### src/hw/uart_irq_pkg.sv
// constants and carrier types for the channel interrupt logic
package uart_irq_pkg;
   // wishbone word addresses (byte address bits 4:2)
   localparam logic [2:0] ADR_RX_TX = 3'h0;
   localparam logic [2:0] ADR_MASK = 3'h1;
   localparam logic [2:0] ADR_SOURCE = 3'h2;
   localparam logic [2:0] ADR_FCR = 3'h3;
   localparam logic [2:0] ADR_LINE = 3'h5;
   localparam logic [2:0] ADR_MODEM = 3'h6;
   localparam logic [2:0] ADR_EFR = 3'h7;
   // field positions
   localparam int EFR_ENH_BIT = 4;
   localparam int FCR_EN_BIT = 0;
   localparam int FEATURE_CONTROL_RS485_BIT = 3;
   localparam logic [7:0] MASK_RESET = 8'h00;
   localparam logic [7:0] LOW_MASK = 8'h0F;
   // source codes, bits 5:0
   localparam logic [5:0] SRC_LINE = 6'h06;
   localparam logic [5:0] SRC_TIMEOUT = 6'h0C;
   localparam logic [5:0] SRC_RXDATA = 6'h04;
   localparam logic [5:0] SRC_TRANSMIT_READY_EVENT = 6'h02;
   localparam logic [5:0] SRC_MODEM = 6'h00;
   localparam logic [5:0] SRC_XOFF = 6'h10;
   localparam logic [5:0] SRC_FLOW = 6'h20;
   localparam logic [5:0] SRC_NONE = 6'h01;
   // receive timeout: 4 characters plus 12 bits, in bit times
   localparam int TMO_CHARS = 4;
   localparam int TMO_BITS = 12;
   localparam int BITS_PER_CHAR = 10;
   localparam logic [7:0] TMO_BIT_TIMES =
      8'(TMO_CHARS * BITS_PER_CHAR + TMO_BITS);
   // status arriving from the serial engine
   typedef struct packed {
      logic rx_fifo_nonempty;
      logic rx_at_trigger;
      logic rx_overrun;
      logic [2:0] rx_head_err;
      logic rx_any_err;
      logic rx_char_in;
      logic tx_hold_empty;
      logic tx_below_trigger;
      logic tx_all_empty;
      logic [3:0] modem_delta;
      logic xoff_seen;
      logic xon_seen;
      logic special_seen;
      logic rts_rise;
      logic cts_rise;
   } engine_s;
endpackage

### src/hw/uart_channel_interrupt_logic.sv
// channel interrupt mask, source priority and line status logic
// Summary of operation
// - fifo mode: receive data event while fill at or above trigger
// - data-ready flag set on char into fifo, cleared when fifo empty
// - fifos on and low mask bits clear gives polled operation
// - line bit1 overrun, bits2-4 head byte errors, bit7 any fifo error
// - line bit5 holding empty, bit6 fifo and shift register empty
// - mask bit0 raises receive data on char present or trigger
// - mask bit1 raises transmit ready, also at once if already empty
// - mask bit2 raises line interrupt on error bits 1 to 4
// - mask bit3 raises modem interrupt on any change bit
// - mask bits 4-7 writable and read only with enhanced enable
// - mask bit4 permits automatic sleep, default off
// - mask bit5 raises interrupt on pause or special character
// - mask bit6 raises interrupt on rts low-to-high
// - mask bit7 raises interrupt on cts low-to-high
// - receive timeout after four characters plus twelve bit times
// - transmit ready from trigger or empty, whole tx in half-duplex
// - source register shows only highest pending source
// - all mask bits reset to zero
// - source codes by priority one to seven, 000001 none
// - clearing by line, holding, source and modem reads or writes
// - pause clears on source read or resume, special on next char
`timescale 1ns/1ns
module uart_channel_interrupt_logic (
   input wire logic MCLK_I,
   input wire logic SYS_RST_I,
   input wire logic WB_CYC_I,
   input wire logic WB_STB_I,
   input wire logic WB_WE_I,
   input wire logic [4:2] WB_ADR_I,
   input wire logic [3:0] WB_SEL_I,
   input wire logic [31:0] WB_DAT_I,
   output logic [31:0] WB_DAT_O,
   output logic WB_ACK_O,
   input wire uart_irq_pkg::engine_s ENG_I,
   input wire logic BIT_TICK_I,
   input wire logic [7:0] FEATURE_CTRL_I,
   output logic IRQ_O,
   output logic SLEEP_EN_O,
   output logic RX_READ_O,
   output logic TX_WRITE_O,
   output logic [7:0] TX_DATA_O
);
   logic [7:0] mask_ff;
   logic [7:0] efr_ff;
   logic [7:0] fcr_ff;
   logic ack_ff;
   logic [31:0] rdat_ff;
   logic irq_ff;
   logic sleep_ff;
   logic rxrd_ff;
   logic txwr_ff;
   logic [7:0] txd_ff;
   logic dready_ff;
   logic [3:0] line_err_ff;
   logic tx_pend_ff;
   logic tx_src_ff;
   logic xoff_ff;
   logic special_ff;
   logic flow_ff;
   logic tmo_q;

   // bus decode, ack pulses one cycle per request
   wire req = WB_CYC_I && WB_STB_I && !ack_ff;
   wire wr = req && WB_WE_I && WB_SEL_I[0];
   wire rd = req && !WB_WE_I;
   wire hit_rx = WB_ADR_I == uart_irq_pkg::ADR_RX_TX;
   wire hit_mask = WB_ADR_I == uart_irq_pkg::ADR_MASK;
   wire hit_src = WB_ADR_I == uart_irq_pkg::ADR_SOURCE;
   wire hit_fcr = WB_ADR_I == uart_irq_pkg::ADR_FCR;
   wire hit_line = WB_ADR_I == uart_irq_pkg::ADR_LINE;
   wire hit_modem = WB_ADR_I == uart_irq_pkg::ADR_MODEM;
   wire hit_efr = WB_ADR_I == uart_irq_pkg::ADR_EFR;
   wire rd_rx = rd && hit_rx;
   wire rd_src = rd && hit_src;
   wire rd_line = rd && hit_line;
   wire rd_modem = rd && hit_modem;
   wire wr_tx = wr && hit_rx;
   wire wr_mask = wr && hit_mask;

   // enhanced gating of upper mask bits
   wire enh = efr_ff[uart_irq_pkg::EFR_ENH_BIT];
   wire [7:0] mask_vis = enh ? mask_ff :
      (mask_ff & uart_irq_pkg::LOW_MASK);
   wire fifo_on = fcr_ff[uart_irq_pkg::FCR_EN_BIT];
   wire rs485 = FEATURE_CTRL_I[uart_irq_pkg::FEATURE_CONTROL_RS485_BIT];
   // polled mode is fifos on with no low mask bit set; flags still update
   wire polled = fifo_on && (mask_ff[3:0] == 4'h0);

   // event terms
   wire rx_evt = fifo_on ? ENG_I.rx_at_trigger :
      ENG_I.rx_fifo_nonempty;
   wire tx_cond = rs485 ? ENG_I.tx_all_empty :
      (fifo_on ? (ENG_I.tx_below_trigger || ENG_I.tx_all_empty)
               : ENG_I.tx_hold_empty);
   wire line_any = |line_err_ff;
   wire modem_any = |ENG_I.modem_delta;

   // enabled pending sources, lines 1..7
   wire p_line = mask_vis[2] && line_any;
   wire p_tmo = mask_vis[0] && tmo_q;
   wire p_rx = mask_vis[0] && rx_evt;
   wire p_tx = mask_vis[1] && tx_pend_ff;
   wire p_modem = mask_vis[3] && modem_any;
   wire p_xoff = mask_vis[5] && (xoff_ff || special_ff);
   wire p_flow = (mask_vis[6] || mask_vis[7]) && flow_ff;
   wire any_pend = p_line || p_tmo || p_rx || p_tx || p_modem ||
      p_xoff || p_flow;

   // priority encoder, highest first
   wire [5:0] src_code =
      p_line ? uart_irq_pkg::SRC_LINE :
      p_tmo ? uart_irq_pkg::SRC_TIMEOUT :
      p_rx ? uart_irq_pkg::SRC_RXDATA :
      p_tx ? uart_irq_pkg::SRC_TRANSMIT_READY_EVENT :
      p_modem ? uart_irq_pkg::SRC_MODEM :
      p_xoff ? uart_irq_pkg::SRC_XOFF :
      p_flow ? uart_irq_pkg::SRC_FLOW :
      uart_irq_pkg::SRC_NONE;

   wire [7:0] src_rd = {fifo_on, fifo_on, src_code};
   wire [7:0] line_rd = {ENG_I.rx_any_err, ENG_I.tx_all_empty,
      ENG_I.tx_hold_empty, line_err_ff, dready_ff};
   wire [7:0] modem_rd = {4'h0, ENG_I.modem_delta};
   wire [7:0] rd_byte =
      hit_mask ? mask_vis :
      hit_src ? src_rd :
      hit_line ? line_rd :
      hit_modem ? modem_rd :
      hit_efr ? efr_ff :
      hit_fcr ? fcr_ff : 8'h00;

   // timeout counts idle bit times while data sits in the fifo
   uart_rx_timeout tmo_u (
      .clk_i(MCLK_I),
      .rst_i(SYS_RST_I),
      .bit_tick_i(BIT_TICK_I),
      .restart_i(ENG_I.rx_char_in || rd_rx),
      .armed_i(ENG_I.rx_fifo_nonempty && fifo_on),
      .expired_o(tmo_q)
   );

   // bus registers and strobes
   always_ff @(posedge MCLK_I) begin
      if (SYS_RST_I) begin
         mask_ff <= uart_irq_pkg::MASK_RESET;
         efr_ff <= 8'h00;
         fcr_ff <= 8'h00;
         ack_ff <= 1'b0;
         rdat_ff <= 32'h0000_0000;
         rxrd_ff <= 1'b0;
         txwr_ff <= 1'b0;
         txd_ff <= 8'h00;
      end else begin
         ack_ff <= req;
         rdat_ff <= rd ? {24'h00_0000, rd_byte} : 32'h0000_0000;
         rxrd_ff <= rd_rx;
         txwr_ff <= wr_tx;
         if (wr_tx) begin
            txd_ff <= WB_DAT_I[7:0];
         end
         if (wr_mask) begin
            mask_ff <= enh ? WB_DAT_I[7:0] :
               {mask_ff[7:4], WB_DAT_I[3:0]};
         end
         if (wr && hit_efr) begin
            efr_ff <= WB_DAT_I[7:0];
         end
         if (wr && hit_fcr) begin
            fcr_ff <= WB_DAT_I[7:0];
         end
      end
   end

   // interrupt flags: set wins over clear in every flag
   always_ff @(posedge MCLK_I) begin
      if (SYS_RST_I) begin
         dready_ff <= 1'b0;
         line_err_ff <= 4'h0;
         tx_pend_ff <= 1'b0;
         tx_src_ff <= 1'b0;
         xoff_ff <= 1'b0;
         special_ff <= 1'b0;
         flow_ff <= 1'b0;
      end else begin
         // data ready follows the fifo, set on the arrival itself
         dready_ff <= ENG_I.rx_char_in || ENG_I.rx_fifo_nonempty;
         // errors latch on a received char or an overrun, cleared by line read
         if (ENG_I.rx_char_in || ENG_I.rx_overrun) begin
            line_err_ff <= {ENG_I.rx_head_err, ENG_I.rx_overrun};
         end else if (rd_line) begin
            line_err_ff <= 4'h0;
         end
         // transmit ready: rising condition or enabling while empty
         tx_src_ff <= tx_cond;
         if ((tx_cond && !tx_src_ff) ||
             (wr_mask && WB_DAT_I[1] && !mask_ff[1] && tx_cond)) begin
            tx_pend_ff <= 1'b1;
         end else if ((rd_src && src_code == uart_irq_pkg::SRC_TRANSMIT_READY_EVENT) ||
                      wr_tx || !tx_cond) begin
            tx_pend_ff <= 1'b0;
         end
         if (ENG_I.xoff_seen) begin
            xoff_ff <= 1'b1;
         end else if (rd_src || ENG_I.xon_seen) begin
            xoff_ff <= 1'b0;
         end
         if (ENG_I.special_seen) begin
            special_ff <= 1'b1;
         end else if (rd_src || ENG_I.rx_char_in) begin
            special_ff <= 1'b0;
         end
         if ((mask_vis[6] && ENG_I.rts_rise) ||
             (mask_vis[7] && ENG_I.cts_rise)) begin
            flow_ff <= 1'b1;
         end else if (rd_modem) begin
            flow_ff <= 1'b0;
         end
      end
   end

   // outputs registered; irq follows the encoder one cycle later
   // polled mode quiets only the low sources, enhanced ones still fire
   always_ff @(posedge MCLK_I) begin
      if (SYS_RST_I) begin
         irq_ff <= 1'b0;
         sleep_ff <= 1'b0;
      end else begin
         irq_ff <= polled ? (p_xoff || p_flow) : any_pend;
         sleep_ff <= mask_vis[4];
      end
   end

   assign WB_ACK_O = ack_ff;
   assign WB_DAT_O = rdat_ff;
   assign IRQ_O = irq_ff;
   assign SLEEP_EN_O = sleep_ff;
   assign RX_READ_O = rxrd_ff;
   assign TX_WRITE_O = txwr_ff;
   assign TX_DATA_O = txd_ff;
endmodule

### src/hw/uart_rx_timeout.sv
// receive timeout timer counted in bit-time enable pulses
`timescale 1ns/1ns
module uart_rx_timeout (
   input wire logic clk_i,
   input wire logic rst_i,
   input wire logic bit_tick_i,
   input wire logic restart_i,
   input wire logic armed_i,
   output logic expired_o
);
   logic [7:0] cnt_ff;
   // restarts on every received char or read; stops once expired
   always_ff @(posedge clk_i) begin
      if (rst_i || restart_i || !armed_i) begin
         cnt_ff <= 8'h00;
         expired_o <= 1'b0;
      end else if (bit_tick_i && !expired_o) begin
         cnt_ff <= cnt_ff + 8'h01;
         if (cnt_ff == uart_irq_pkg::TMO_BIT_TIMES - 8'h01) begin
            expired_o <= 1'b1;
         end
      end
   end
endmodule

### config.mk
export PLATFORM = sky130hd
export DESIGN_NAME = uart_channel_interrupt_logic
export DESIGN_NICKNAME = d
export VERILOG_FILES = /design/src/hw/uart_irq_pkg.sv /design/src/hw/uart_channel_interrupt_logic.sv /design/src/hw/uart_rx_timeout.sv
export SDC_FILE = /design/constraint.sdc
export NUM_CORES = 1
export LEC_CHECK = 0
export BUFFER_PORTS_ARGS = -buffer_cell sky130_fd_sc_hd__buf_4
export CAP_MARGIN = 30
export CORE_ASPECT_RATIO = 1.5
export CORE_MARGIN = 3
export CORE_UTILIZATION = 52
export CTS_CLUSTER_DIAMETER = 50
export CTS_CLUSTER_SIZE = 20
export DETAILED_ROUTE_END_ITERATION = 12
export PLACE_DENSITY = 0.94
export SYNTH_ARGS = -nofsm -noshare
export SYNTH_HDL_FRONTEND = slang
export SYNTH_SLANG_ARGS = --single-unit
### constraint.sdc
create_clock -name MCLK_I -period 2.8 [get_ports MCLK_I]
set_input_delay 0.28 -clock MCLK_I [delete_from_list [all_inputs] [get_ports MCLK_I]]
set_output_delay 0.28 -clock MCLK_I [all_outputs]
set_load 0.005 [all_outputs]
# --- After elaboration in Yosys (flattened, before gate mapping) ---
# Cells that the tools add are included.
# W data, S select, Z words.
totals:
  ff_bits: 88
  in_bits: 73
  out_inout_bits: 45
  word_cells: 129
op_classes:
  addsub: 1
  eq_ne: 8
  muxes: 28
  n_bitwise: 1
  n_reduce_logical: 70
ops:
  columns: ["op", "n"]
  rows:
  - ["$mux W8", 7]
  - ["$mux W6", 7]
  - ["$logic_and A1 B1 Y1", 30]
  - ["$logic_or A1 B1 Y1", 21]
  - ["$mux W1", 12]
  - ["$reduce_bool A2 Y1", 5]
  - ["$eq A3 B3 Y1 const B", 3]
  - ["$add A8 B1 Y8 const B", 1]
  - ["$eq A8 B6 Y1 const B", 1]
  - ["$mux W4", 2]
  - ["$reduce_or A4 Y1", 2]
  - ["$logic_not A1 Y1", 7]
  - ["$eq A3 B2 Y1 const B", 2]
  - ["$eq A6 B2 Y1 const B", 1]
  - ["$logic_not A4 Y1", 1]
  - ["$reduce_and A2 Y1", 2]
  - ["$eq A3 B1 Y1 const B", 1]
  - ["$logic_not A3 Y1", 1]
  - ["$reduce_or A2 Y1", 1]
  - ["$not A1 Y1", 1]

# --- Longest topological paths before layout ---
# Gate-level depths: netlist of the first run.
depth:
  word_depth: 16
  mapped_depth: 7
  mapped_depth_nobuf: 5

# --- Modules after synthesis ---
# From an unflattened synthesis of the first run, not the netlist that was laid out.
hier_totals:
  cells_unflattened: 337
  area_unflattened_um2: 3138.0
by_module_without_submodules:
  columns: ["mod", "instances", "cells_each", "area_each_um2", "seq_area_each_um2"]
  rows:
  - ["uart_channel_interrupt_logic", 1, 291, 2703.8, 1101.1]
  - ["uart_rx_timeout", 1, 46, 434.2, 180.2]

# --- Worst setup path before layout of the first run ---
# OpenSTA, ideal clock, no wires.
synth_timing:
  path_type: "reg-to-reg"
  startpoint: "reg fcr_ff[0]"
  endpoint: "reg rdat_ff[5], in the netlist WB_DAT_O[5]"
  setup_ns: 0.079
  arrival_time_ns: 1.552
  required_ns: 2.721
  slack_ns: 1.168
  stages_incl_launch_ff: 7
  n_path_buf: 1
  period_less_slack_ns: 1.632
  cell_sequence: "dfxtp_1 > buf_6 > mux2_4 > o21ai_4 > nand4_2 > or3b_1 > a211oi_2"
synth_via:
  elab_chain_len: 7
synth_lines:
  columns: ["item", "line_no", "source"]
  rows:
  - ["start: declaration", "uart_channel_interrupt_logic.sv:47", "logic [7:0] fcr_ff;"]
  - ["start signal: assignment", "uart_channel_interrupt_logic.sv:171", "fcr_ff <= WB_DAT_I[7:0];"]
  - ["$mux W1", "uart_channel_interrupt_logic.sv:92", "wire rx_evt = fifo_on ? ENG_I.rx_at_trigger :"]
  - ["$logic_and A1 B1 Y1", "uart_channel_interrupt_logic.sv:103", "wire p_rx = mask_vis[0] && rx_evt;"]
  - ["$mux W6", "uart_channel_interrupt_logic.sv:115", "p_rx ? uart_irq_pkg::SRC_RXDATA :"]
  - ["$mux W6", "uart_channel_interrupt_logic.sv:114", "p_tmo ? uart_irq_pkg::SRC_TIMEOUT :"]
  - ["$mux W6", "uart_channel_interrupt_logic.sv:113", "p_line ? uart_irq_pkg::SRC_LINE :"]
  - ["$mux W8", "uart_channel_interrupt_logic.sv:128", "hit_src ? src_rd :"]
  - ["$mux W8", "uart_channel_interrupt_logic.sv:127", "hit_mask ? mask_vis :"]
  - ["end signal: assignment", "uart_channel_interrupt_logic.sv:157", "rdat_ff <= rd ? {24'h00_0000, rd_byte} : 32'h0000_0000;"]
  - ["end: declaration", "uart_channel_interrupt_logic.sv:49", "logic [31:0] rdat_ff;"]
# No other way between the ends.
# A chain may end at the register's enable or synchronous reset.

# --- Worst setup path in the final report of the first run ---
layout_timing:
  startpoint: "reg ack_ff, in the netlist WB_ACK_O"
  endpoint: "reg tx_pend_ff"
layout_via:
  elab_chain_len: 10
  word_cells_on_any_way: 17
  classes_between: "1 x mux; 16 x reduce/logical"
layout_lines:
  columns: ["item", "line_no", "source"]
  rows:
  - ["start: declaration", "uart_channel_interrupt_logic.sv:48", "logic ack_ff;"]
  - ["start signal: assignment", "uart_channel_interrupt_logic.sv:156", "ack_ff <= req;"]
  - ["$logic_not A1 Y1 *", "uart_channel_interrupt_logic.sv:65", "wire req = WB_CYC_I && WB_STB_I && !ack_ff;"]
  - ["$logic_and A1 B1 Y1 *", "uart_channel_interrupt_logic.sv:65", null]
  - ["$logic_and A1 B1 Y1 (2 in series)", "uart_channel_interrupt_logic.sv:66", "wire wr = req && WB_WE_I && WB_SEL_I[0];"]
  - ["$logic_and A1 B1 Y1", "uart_channel_interrupt_logic.sv:80", "wire wr_mask = wr && hit_mask;"]
  - ["$logic_and A1 B1 Y1 (3 in series)", "uart_channel_interrupt_logic.sv:198", "(wr_mask && WB_DAT_I[1] && !mask_ff[1] && tx_cond)) begin"]
  - ["$logic_or A1 B1 Y1", "uart_channel_interrupt_logic.sv:197", "if ((tx_cond && !tx_src_ff) ||"]
  - ["$mux W1 or $reduce_bool A2 Y1 (tied branches)", null, null]
  - ["end signal: assignment", "uart_channel_interrupt_logic.sv:181", "tx_pend_ff <= 1'b0;"]
  - ["end signal: assignment", "uart_channel_interrupt_logic.sv:199", "tx_pend_ff <= 1'b1;"]
  - ["end signal: assignment", "uart_channel_interrupt_logic.sv:202", "tx_pend_ff <= 1'b0;"]
  - ["end: declaration", "uart_channel_interrupt_logic.sv:57", "logic tx_pend_ff;"]
# Mark *: on every way between the ends. The rest lies on a longest branch, timed or not.

==> results of run 1 <==
## layout make-up
| type | count | area, sq um | share of cell area [%] |
|---|---|---|---|
| clock buffers | 12 | 155 | 4.38 |
| repair buffers | 59 | 443 | 12.5 |
| clock inverters | 1 | 5.00 | 0.141 |
| inverters | 8 | 30.0 | 0.847 |
| multi-input cells | 249 | 1540 | 43.5 |
| flip-flops and latches | 64 | 1280 | 36.2 |
| well taps | 70 | 87.6 | 2.47 |
## cell families (layout without fill, tap and decap cells)
group	after synthesis	count (layout)	synth area share [%]
buffers and inverters	48	80	9.40
AND/OR/NAND/NOR	123	123	19.2
multiplexers	41	41	13.9
AO/OA/AOI/OAI	53	53	12.5
adder cells (fa/ha/maj)	1	1	0.414
other	1	24	0.124
XOR/XNOR	7	7	2.03
flip-flops	64	64	42.4
## flip-flops by register name, indices dropped and copies added, names as in the netlist, 4 cells and up
signal	count
fcr_ff	8
WB_DAT_O	8
efr_ff	8
line_err_ff	4
TX_DATA_O	8
tmo_u.cnt_ff	8
mask_ff	8
## tightest hold or removal path: stages
cell	delay (ns)
buf_4	0.08
a31oi_1	0.03
nor2_1	0.06
## routing by layer
layer,up-vias,GRT usage (%)
li1,1236,-
met1,1216,27.2
met2,123,35.7
met3,22,6.67
met4,0,11.8
met5,-,0
## Yosys cell counts, drive strengths merged, types with 2 or more instances
library cell / n
a21oi: 12
a31oi: 9
and2: 2
buf: 34
clkbuf: 6
dfxtp: 64
inv: 7
mux2: 5
mux2i: 36
nand2: 23
nand3: 9
nand3b: 2
nand4: 9
nor2: 59
nor2b: 2
nor3: 7
o211ai: 5
o21ai: 13
o221ai: 2
o41ai: 2
or3: 3
xnor2: 2
xor2: 5
## path summary, 6_finish.rpt
| path | cells past startpoint | from | endpoint |
|---|---|---|---|
| hold / removal | 3 | ENG_I[2] | special_ff$_SDFFE_PP0P_ |
| setup / recovery | 5 | WB_ACK_O$_SDFF_PP0_ | tx_pend_ff$_SDFFE_PP0P_ |
| setup reg to reg | 5 | WB_ACK_O$_SDFF_PP0_ | tx_pend_ff$_SDFFE_PP0P_ |
| hold reg to reg | 1 | tx_src_ff$_SDFF_PP0_ | tx_pend_ff$_SDFFE_PP0P_ |
## power by group through the flow
stage	sequential [mW]	clock, mW	combinational, mW
finish	0.932	0.671	0.155
global route	0.933	0.724	0.171
CTS	0.932	0.685	0.152
detailed placement	0.952	0	0.151
global placement	0.951	0	0.149
floorplan	0.949	0	0.105
==> flow_metrics.py, run 1 <==
metrics = {
    "timing": {
        "clock_skew_ns": 0.00508,
        "setup_tns_ns": 0,
        "rsz0062_at_grt": "false",
        "hold_violations": 0,
        "worst_pin_slew_ns": 0.546,
        "setup_ws_ns": 0.800,
        "fin_crit_sh_pct": 71.4,
        "relSlewSlack_pct": 63.5,
        "drv_slew": 0,
        "min_period_ns": 2.00,
        "hold_ws_ns": 0.140,
        "timing.fmax_mhz": 500,
        "setup_viol": 0,
    },
    "run_status": {
        "status": "completed",
    },
    "placed_design": {
        "placed_cells": 450,
        "placed_cell_area_sq_mm": 0.00338,
        "place_ws_ns": 0.814,
        "io_buffer_count": 59,
        "dp_hpwl_mm": 5.26,
        "gp_congestion": 0.930,
    },
    "clocking": {
        "post-cts-setup-buffer-count": 0,
        "clk_latency_ns": 0.34,
        "clk_path_buf_depth": 2,
        "hold_buffers": 0,
        "clkTransAtPathRegs_ns": 0.06,
        "clock-root-buffer": "clkbuf_8",
        "cts.sinks": 64,
        "ctsResizeCount": 0,
        "htree_levels": 3,
        "cts_inserted_buffers": 9,
        "cts_tree": "done",
    },
    "yosys": {
        "synth-seq-cells": 64,
        "synth_top_area_share_pct": 42.4,
        "syn-cell-area_sq_mm": 0.00302,
        "yosysUniqueCellTypes": 52,
        "synth_top_cell_by_area": "dfxtp_1",
        "yosysWarnings": 0,
        "synthFlopType": "dfxtp_1",
        "synth.avg_cell_area_sq_um": 8.94,
        "async_flop_share_pct": 0,
        "synth-edff-count": 0,
        "netlist_instances": 338,
        "ys_seq_area_share_pct": 42.4,
        "synth_top_cells_by_area": "dfxtp_1 (42%), mux2i_1 (12%), nor2_1 (7.3%), buf_4 (6.0%), nand2_1 (2.9%)",
    },
    "final_layout": {
        "syn_to_final_growth_pct": 17.3,
        "layout.nets": 465,
        "insertedDiodeCount": 0,
        "layout_common_cells": "dfxtp_1 (64), nor2_1 (59), buf_4 (59)",
        "fin_cells": 463,
        "fillers": 474,
        "fin_util_pct": 64.0,
        "fin_area_sq_mm": 0.00354,
        "drive_gt1_share_pct": 21.4,
        "final_common_cell": "dfxtp_1",
    },
    "worst_setup_path": {
        "crit_buf_inv": 0,
        "cp_slowest_stage_delay_ns": 0.45,
        "path_max_fanout": 10,
        "cp_cell_sequence": "nand3b_1, nor2_1, nand2_1, o311ai_0, a31oi_1",
        "critPathRequiredTime_ns": 3.01,
        "cp_top_family": "simple AND/OR/NAND/NOR gates",
        "startpoint_type": "register",
        "crit_slowest_cell": "nand2_1",
        "critPathKind": "reg -> reg",
        "rrSetupSlack_ns": 0.80,
        "worstPathArrival_ns": 2.21,
        "endpoint_kind": "register",
    },
    "drt": {
        "vias": 2597,
        "routed-wl-met3_um": 574,
        "wire_per_inst_um": 15.4,
        "antenna_left": 0,
        "topRoutingLayerUsed": "met4",
        "met2WireLength_mm": 3.56,
        "wl_met1_mm": 2.77,
        "route.detailed.drc": 0,
        "routed_via_density": 5.61,
        "drt_first_pass_iters": 4,
        "wirelength_mm": 7.12,
        "drtIter0Drc": 156,
    },
    "floorplanning": {
        "die_h_um": 99.3,
        "start_util_pct": 54.6,
        "die_area_sq_mm": 0.00678,
        "die_w_um": 68.2,
        "rows": 33,
        "core_area_sq_mm": 0.00553,
        "ioPinCount": 118,
    },
    "worst_hold_path": {
        "hp-class": "in -> reg",
    },
    "pwr": {
        "peakVddDrop_v": 0.000381,
        "intPower_mw": 1.34,
        "pwr-share-comb_pct": 8.8,
        "p_leak_nw": 1.62,
        "clockPowerShare_pct": 38.2,
        "power_mw": 1.76,
        "power_switching_share_pct": 23.7,
        "p_seq_share_pct": 53.0,
        "p_per_area_mw_per_mm2": 496,
        "p_sw_mw": 0.417,
    },
    "grt": {
        "grt_max_degree": 49,
        "antenna_found_initial": 0,
        "grt_overflow": 0,
        "grt_pass1_wl_mm": 11.6,
        "grt_use_total_pct": 22.7,
        "grt_pass1_vias": 2525,
    },
    "flow_run": {
        "cap_violations": 0,
    },
}
(Power assumes the default switching activity.)
==> run 2, diff against run 1 <==
- CORE_UTILIZATION: 52 -> 44
- PLACE_DENSITY: 0.94 -> 0.85
- clock period: 2.8 -> 1.6 ns (I/O delays scaled with it)
==> run 2 against run 1 <==
Against the previous run: the run now ends with setup timing left; hold slack worse by 0.12 ns; register-to-register slack worse by 0.86 ns; global-route usage is 1.2 points lower; clock-buffer cell count is 1 lower; critical endpoint unchanged; largest power group unchanged.
==> flow_metrics.py, run 2 (same netlist as run 1, synthesis figures left out) <==
metrics = {
    "pwr": {
        "clockPowerShare_pct": 36.6,
        "p_seq_share_pct": 52.7,
        "power_switching_share_pct": 25.5,
        "peakVddDrop_v": 0.000539,
        "p_sw_mw": 0.790,
        "intPower_mw": 2.30,
        "pwr-share-comb_pct": 10.7,
        "p_per_area_mw_per_mm2": 800,
        "p_leak_nw": 1.75,
    },
    "timing": {
        "min_period_ns": 1.66,
        "hold_ws_ns": 0.0205,
        "timing.fmax_mhz": 602,
        "fin_crit_sh_pct": 104,
        "rsz0062_at_grt": "true",
        "setup_viol": 2,
        "worst_pin_slew_ns": 0.710,
        "clock_skew_ns": 0.00793,
        "drv_slew": 0,
        "hold_violations": 0,
        "relSlewSlack_pct": 52.0,
        "setup_tns_ns": -0.0677,
        "setup_ws_ns": -0.0607,
    },
    "flow_run": {
        "cap_violations": 0,
    },
    "worst_setup_path": {
        "critPathLaunch": "WB_ACK_O$_SDFF_PP0_",
        "critPathKind": "reg -> reg",
        "crit_slowest_cell": "o311ai_2",
        "rrSetupSlack_ns": -0.06,
        "endpoint_kind": "register",
        "cp_cell_sequence": "nand3b_1, nor2_1, nand2_1, o311ai_2, a31oi_1",
        "path_max_fanout": 5,
        "cp_slowest_stage_delay_ns": 0.34,
        "reg2reg_depth": 5,
        "crit_buf_inv": 0,
        "timing.rr.end": "tx_pend_ff$_SDFFE_PP0P_",
        "endpoint": "tx_pend_ff$_SDFFE_PP0P_",
        "worstPathArrival_ns": 1.88,
        "startpoint_type": "register",
        "cp_top_family": "simple AND/OR/NAND/NOR gates",
        "cp.depth": 5,
        "reg2reg_from": "WB_ACK_O$_SDFF_PP0_",
        "critPathRequiredTime_ns": 1.82,
    },
    "placed_design": {
        "dp_hpwl_mm": 5.88,
        "placed_cell_area_sq_mm": 0.00357,
        "io_buffer_count": 59,
        "place_ws_ns": -0.0507,
        "gp_congestion": 1.09,
    },
    "clocking": {
        "cts.sinks": 64,
        "clkTransAtPathRegs_ns": 0.07,
        "cts_tree": "done",
        "clk_latency_ns": 0.35,
        "clk_path_buf_depth": 2,
        "cts_inserted_buffers": 9,
        "clock-root-buffer": "clkbuf_8",
        "htree_levels": 3,
    },
    "floorplanning": {
        "ioPinCount": 118,
        "core_area_sq_mm": 0.00658,
        "die_h_um": 107,
        "start_util_pct": 45.9,
        "rows": 36,
        "die_w_um": 73.7,
        "die_area_sq_mm": 0.00792,
    },
    "drt": {
        "vias": 2835,
        "wirelength_mm": 8.54,
        "drtIter0Drc": 451,
        "route.detailed.drc": 0,
        "antenna_left": 0,
        "routed_via_density": 5.65,
        "wire_per_inst_um": 17.0,
        "drt_first_pass_iters": 6,
    },
    "grt": {
        "grt_pass1_wl_mm": 12.9,
        "grt_max_degree": 21,
        "grt_overflow": 0,
        "grt_use_total_pct": 21.5,
        "grt_pass1_vias": 2656,
        "antenna_found_initial": 0,
    },
    "worst_hold_path": {
        "hp-class": "in -> reg",
    },
    "final_layout": {
        "final_common_cell": "buf_4",
        "layout_common_cells": "buf_4 (86), dfxtp_1 (62), nor2_1 (58)",
        "syn_to_final_growth_pct": 28.1,
        "drive_gt1_share_pct": 29.8,
        "insertedDiodeCount": 0,
        "fin_area_sq_mm": 0.00387,
        "layout.nets": 496,
    },
    "run_status": {
        "status": "complete, but fails checks",
        "failed_checks": "setup timing",
    },
}
run 2: changes by cell type in the layout (fill, tap and decap cells not counted), moves of 2 or more:
cell,previous run,this run
buf_6,0,2
clkinv_2,1,3
buf_4,59,86
clkbuf_8,11,9
mux2i_1,36,34
nand4_2,3,0
dfxtp_1,64,62
dfxtp_2,0,2
nand4_4,0,3
run 2: cell type report:
type                       count  area (sq um)
inverter                       8          30.0
multi-input combinational    249          1620
sequential                    64          1280
fill                         547          2710
timing repair buffer          90           688
clock buffer                  11           131
tap                           76          95.1
clock inverter                 4          22.5
run 2: worst min-delay path: cells and delay by family:
family                 cells  cell delay, ns
buffers and inverters      1            0.08
AND/OR/NAND/NOR            1            0.07
AO/OA/AOI/OAI              1            0.03
run 2: layer usage:
metal	GRT usage [%]	share of wire [%]
met1	24.5	35
met5	0	0
met3	5.14	9.8
met2	35.6	50
met4	12.6	4.8
run 2: how the worst min path moves through the flow:
stage / slack [ns] / end / start / cells past startpoint
final: 0.02 / special_ff$_SDFFE_PP0P_ / ENG_I[2] / 3
after global routing: 0.04 / special_ff$_SDFFE_PP0P_ / ENG_I[2] / 3
after CTS: 0.01 / special_ff$_SDFFE_PP0P_ / ENG_I[2] / 3
after detailed placement: 0.38 / special_ff$_SDFFE_PP0P_ / ENG_I[2] / 3
after global placement: 0.37 / special_ff$_SDFFE_PP0P_ / ENG_I[2] / 3
after floorplan: 0.28 / dready_ff$_SDFF_PP0_ / ENG_I[12] / 2
run 2: power by group through the flow:
stage / clock network (mW) / logic (mW) / registers, mW
global placement: 0 / 0.291 / 1.66
detailed placement: 0 / 0.300 / 1.66
finish: 1.13 / 0.332 / 1.63
floorplan: 0 / 0.184 / 1.66
CTS: 1.15 / 0.306 / 1.63
global route: 1.22 / 0.358 / 1.63
run 2: repair_timing:
| action | CTS | global route |
|---|---|---|
| hold buffers | 0 | 0 |
| cloned | 0 | 1 |
| setup endpoints to repair | 11 | 42 |
| gates resized for setup | 6 | 15 |
| endpoints found under the hold margin | 0 | 0 |
| pin swaps | 3 | 7 |
| buffers inserted | 1 | 5 |
run 2: stage by stage:
stage,power [mW],utilization (%),instances
6_report,3.10,58.8,502
5_1_grt,3.21,58.8,502
4_1_cts,3.08,57.2,496
3_5_place_dp,1.96,54.3,480
3_3_place_gp,1.95,54.3,480
2_1_floorplan,1.85,-,361
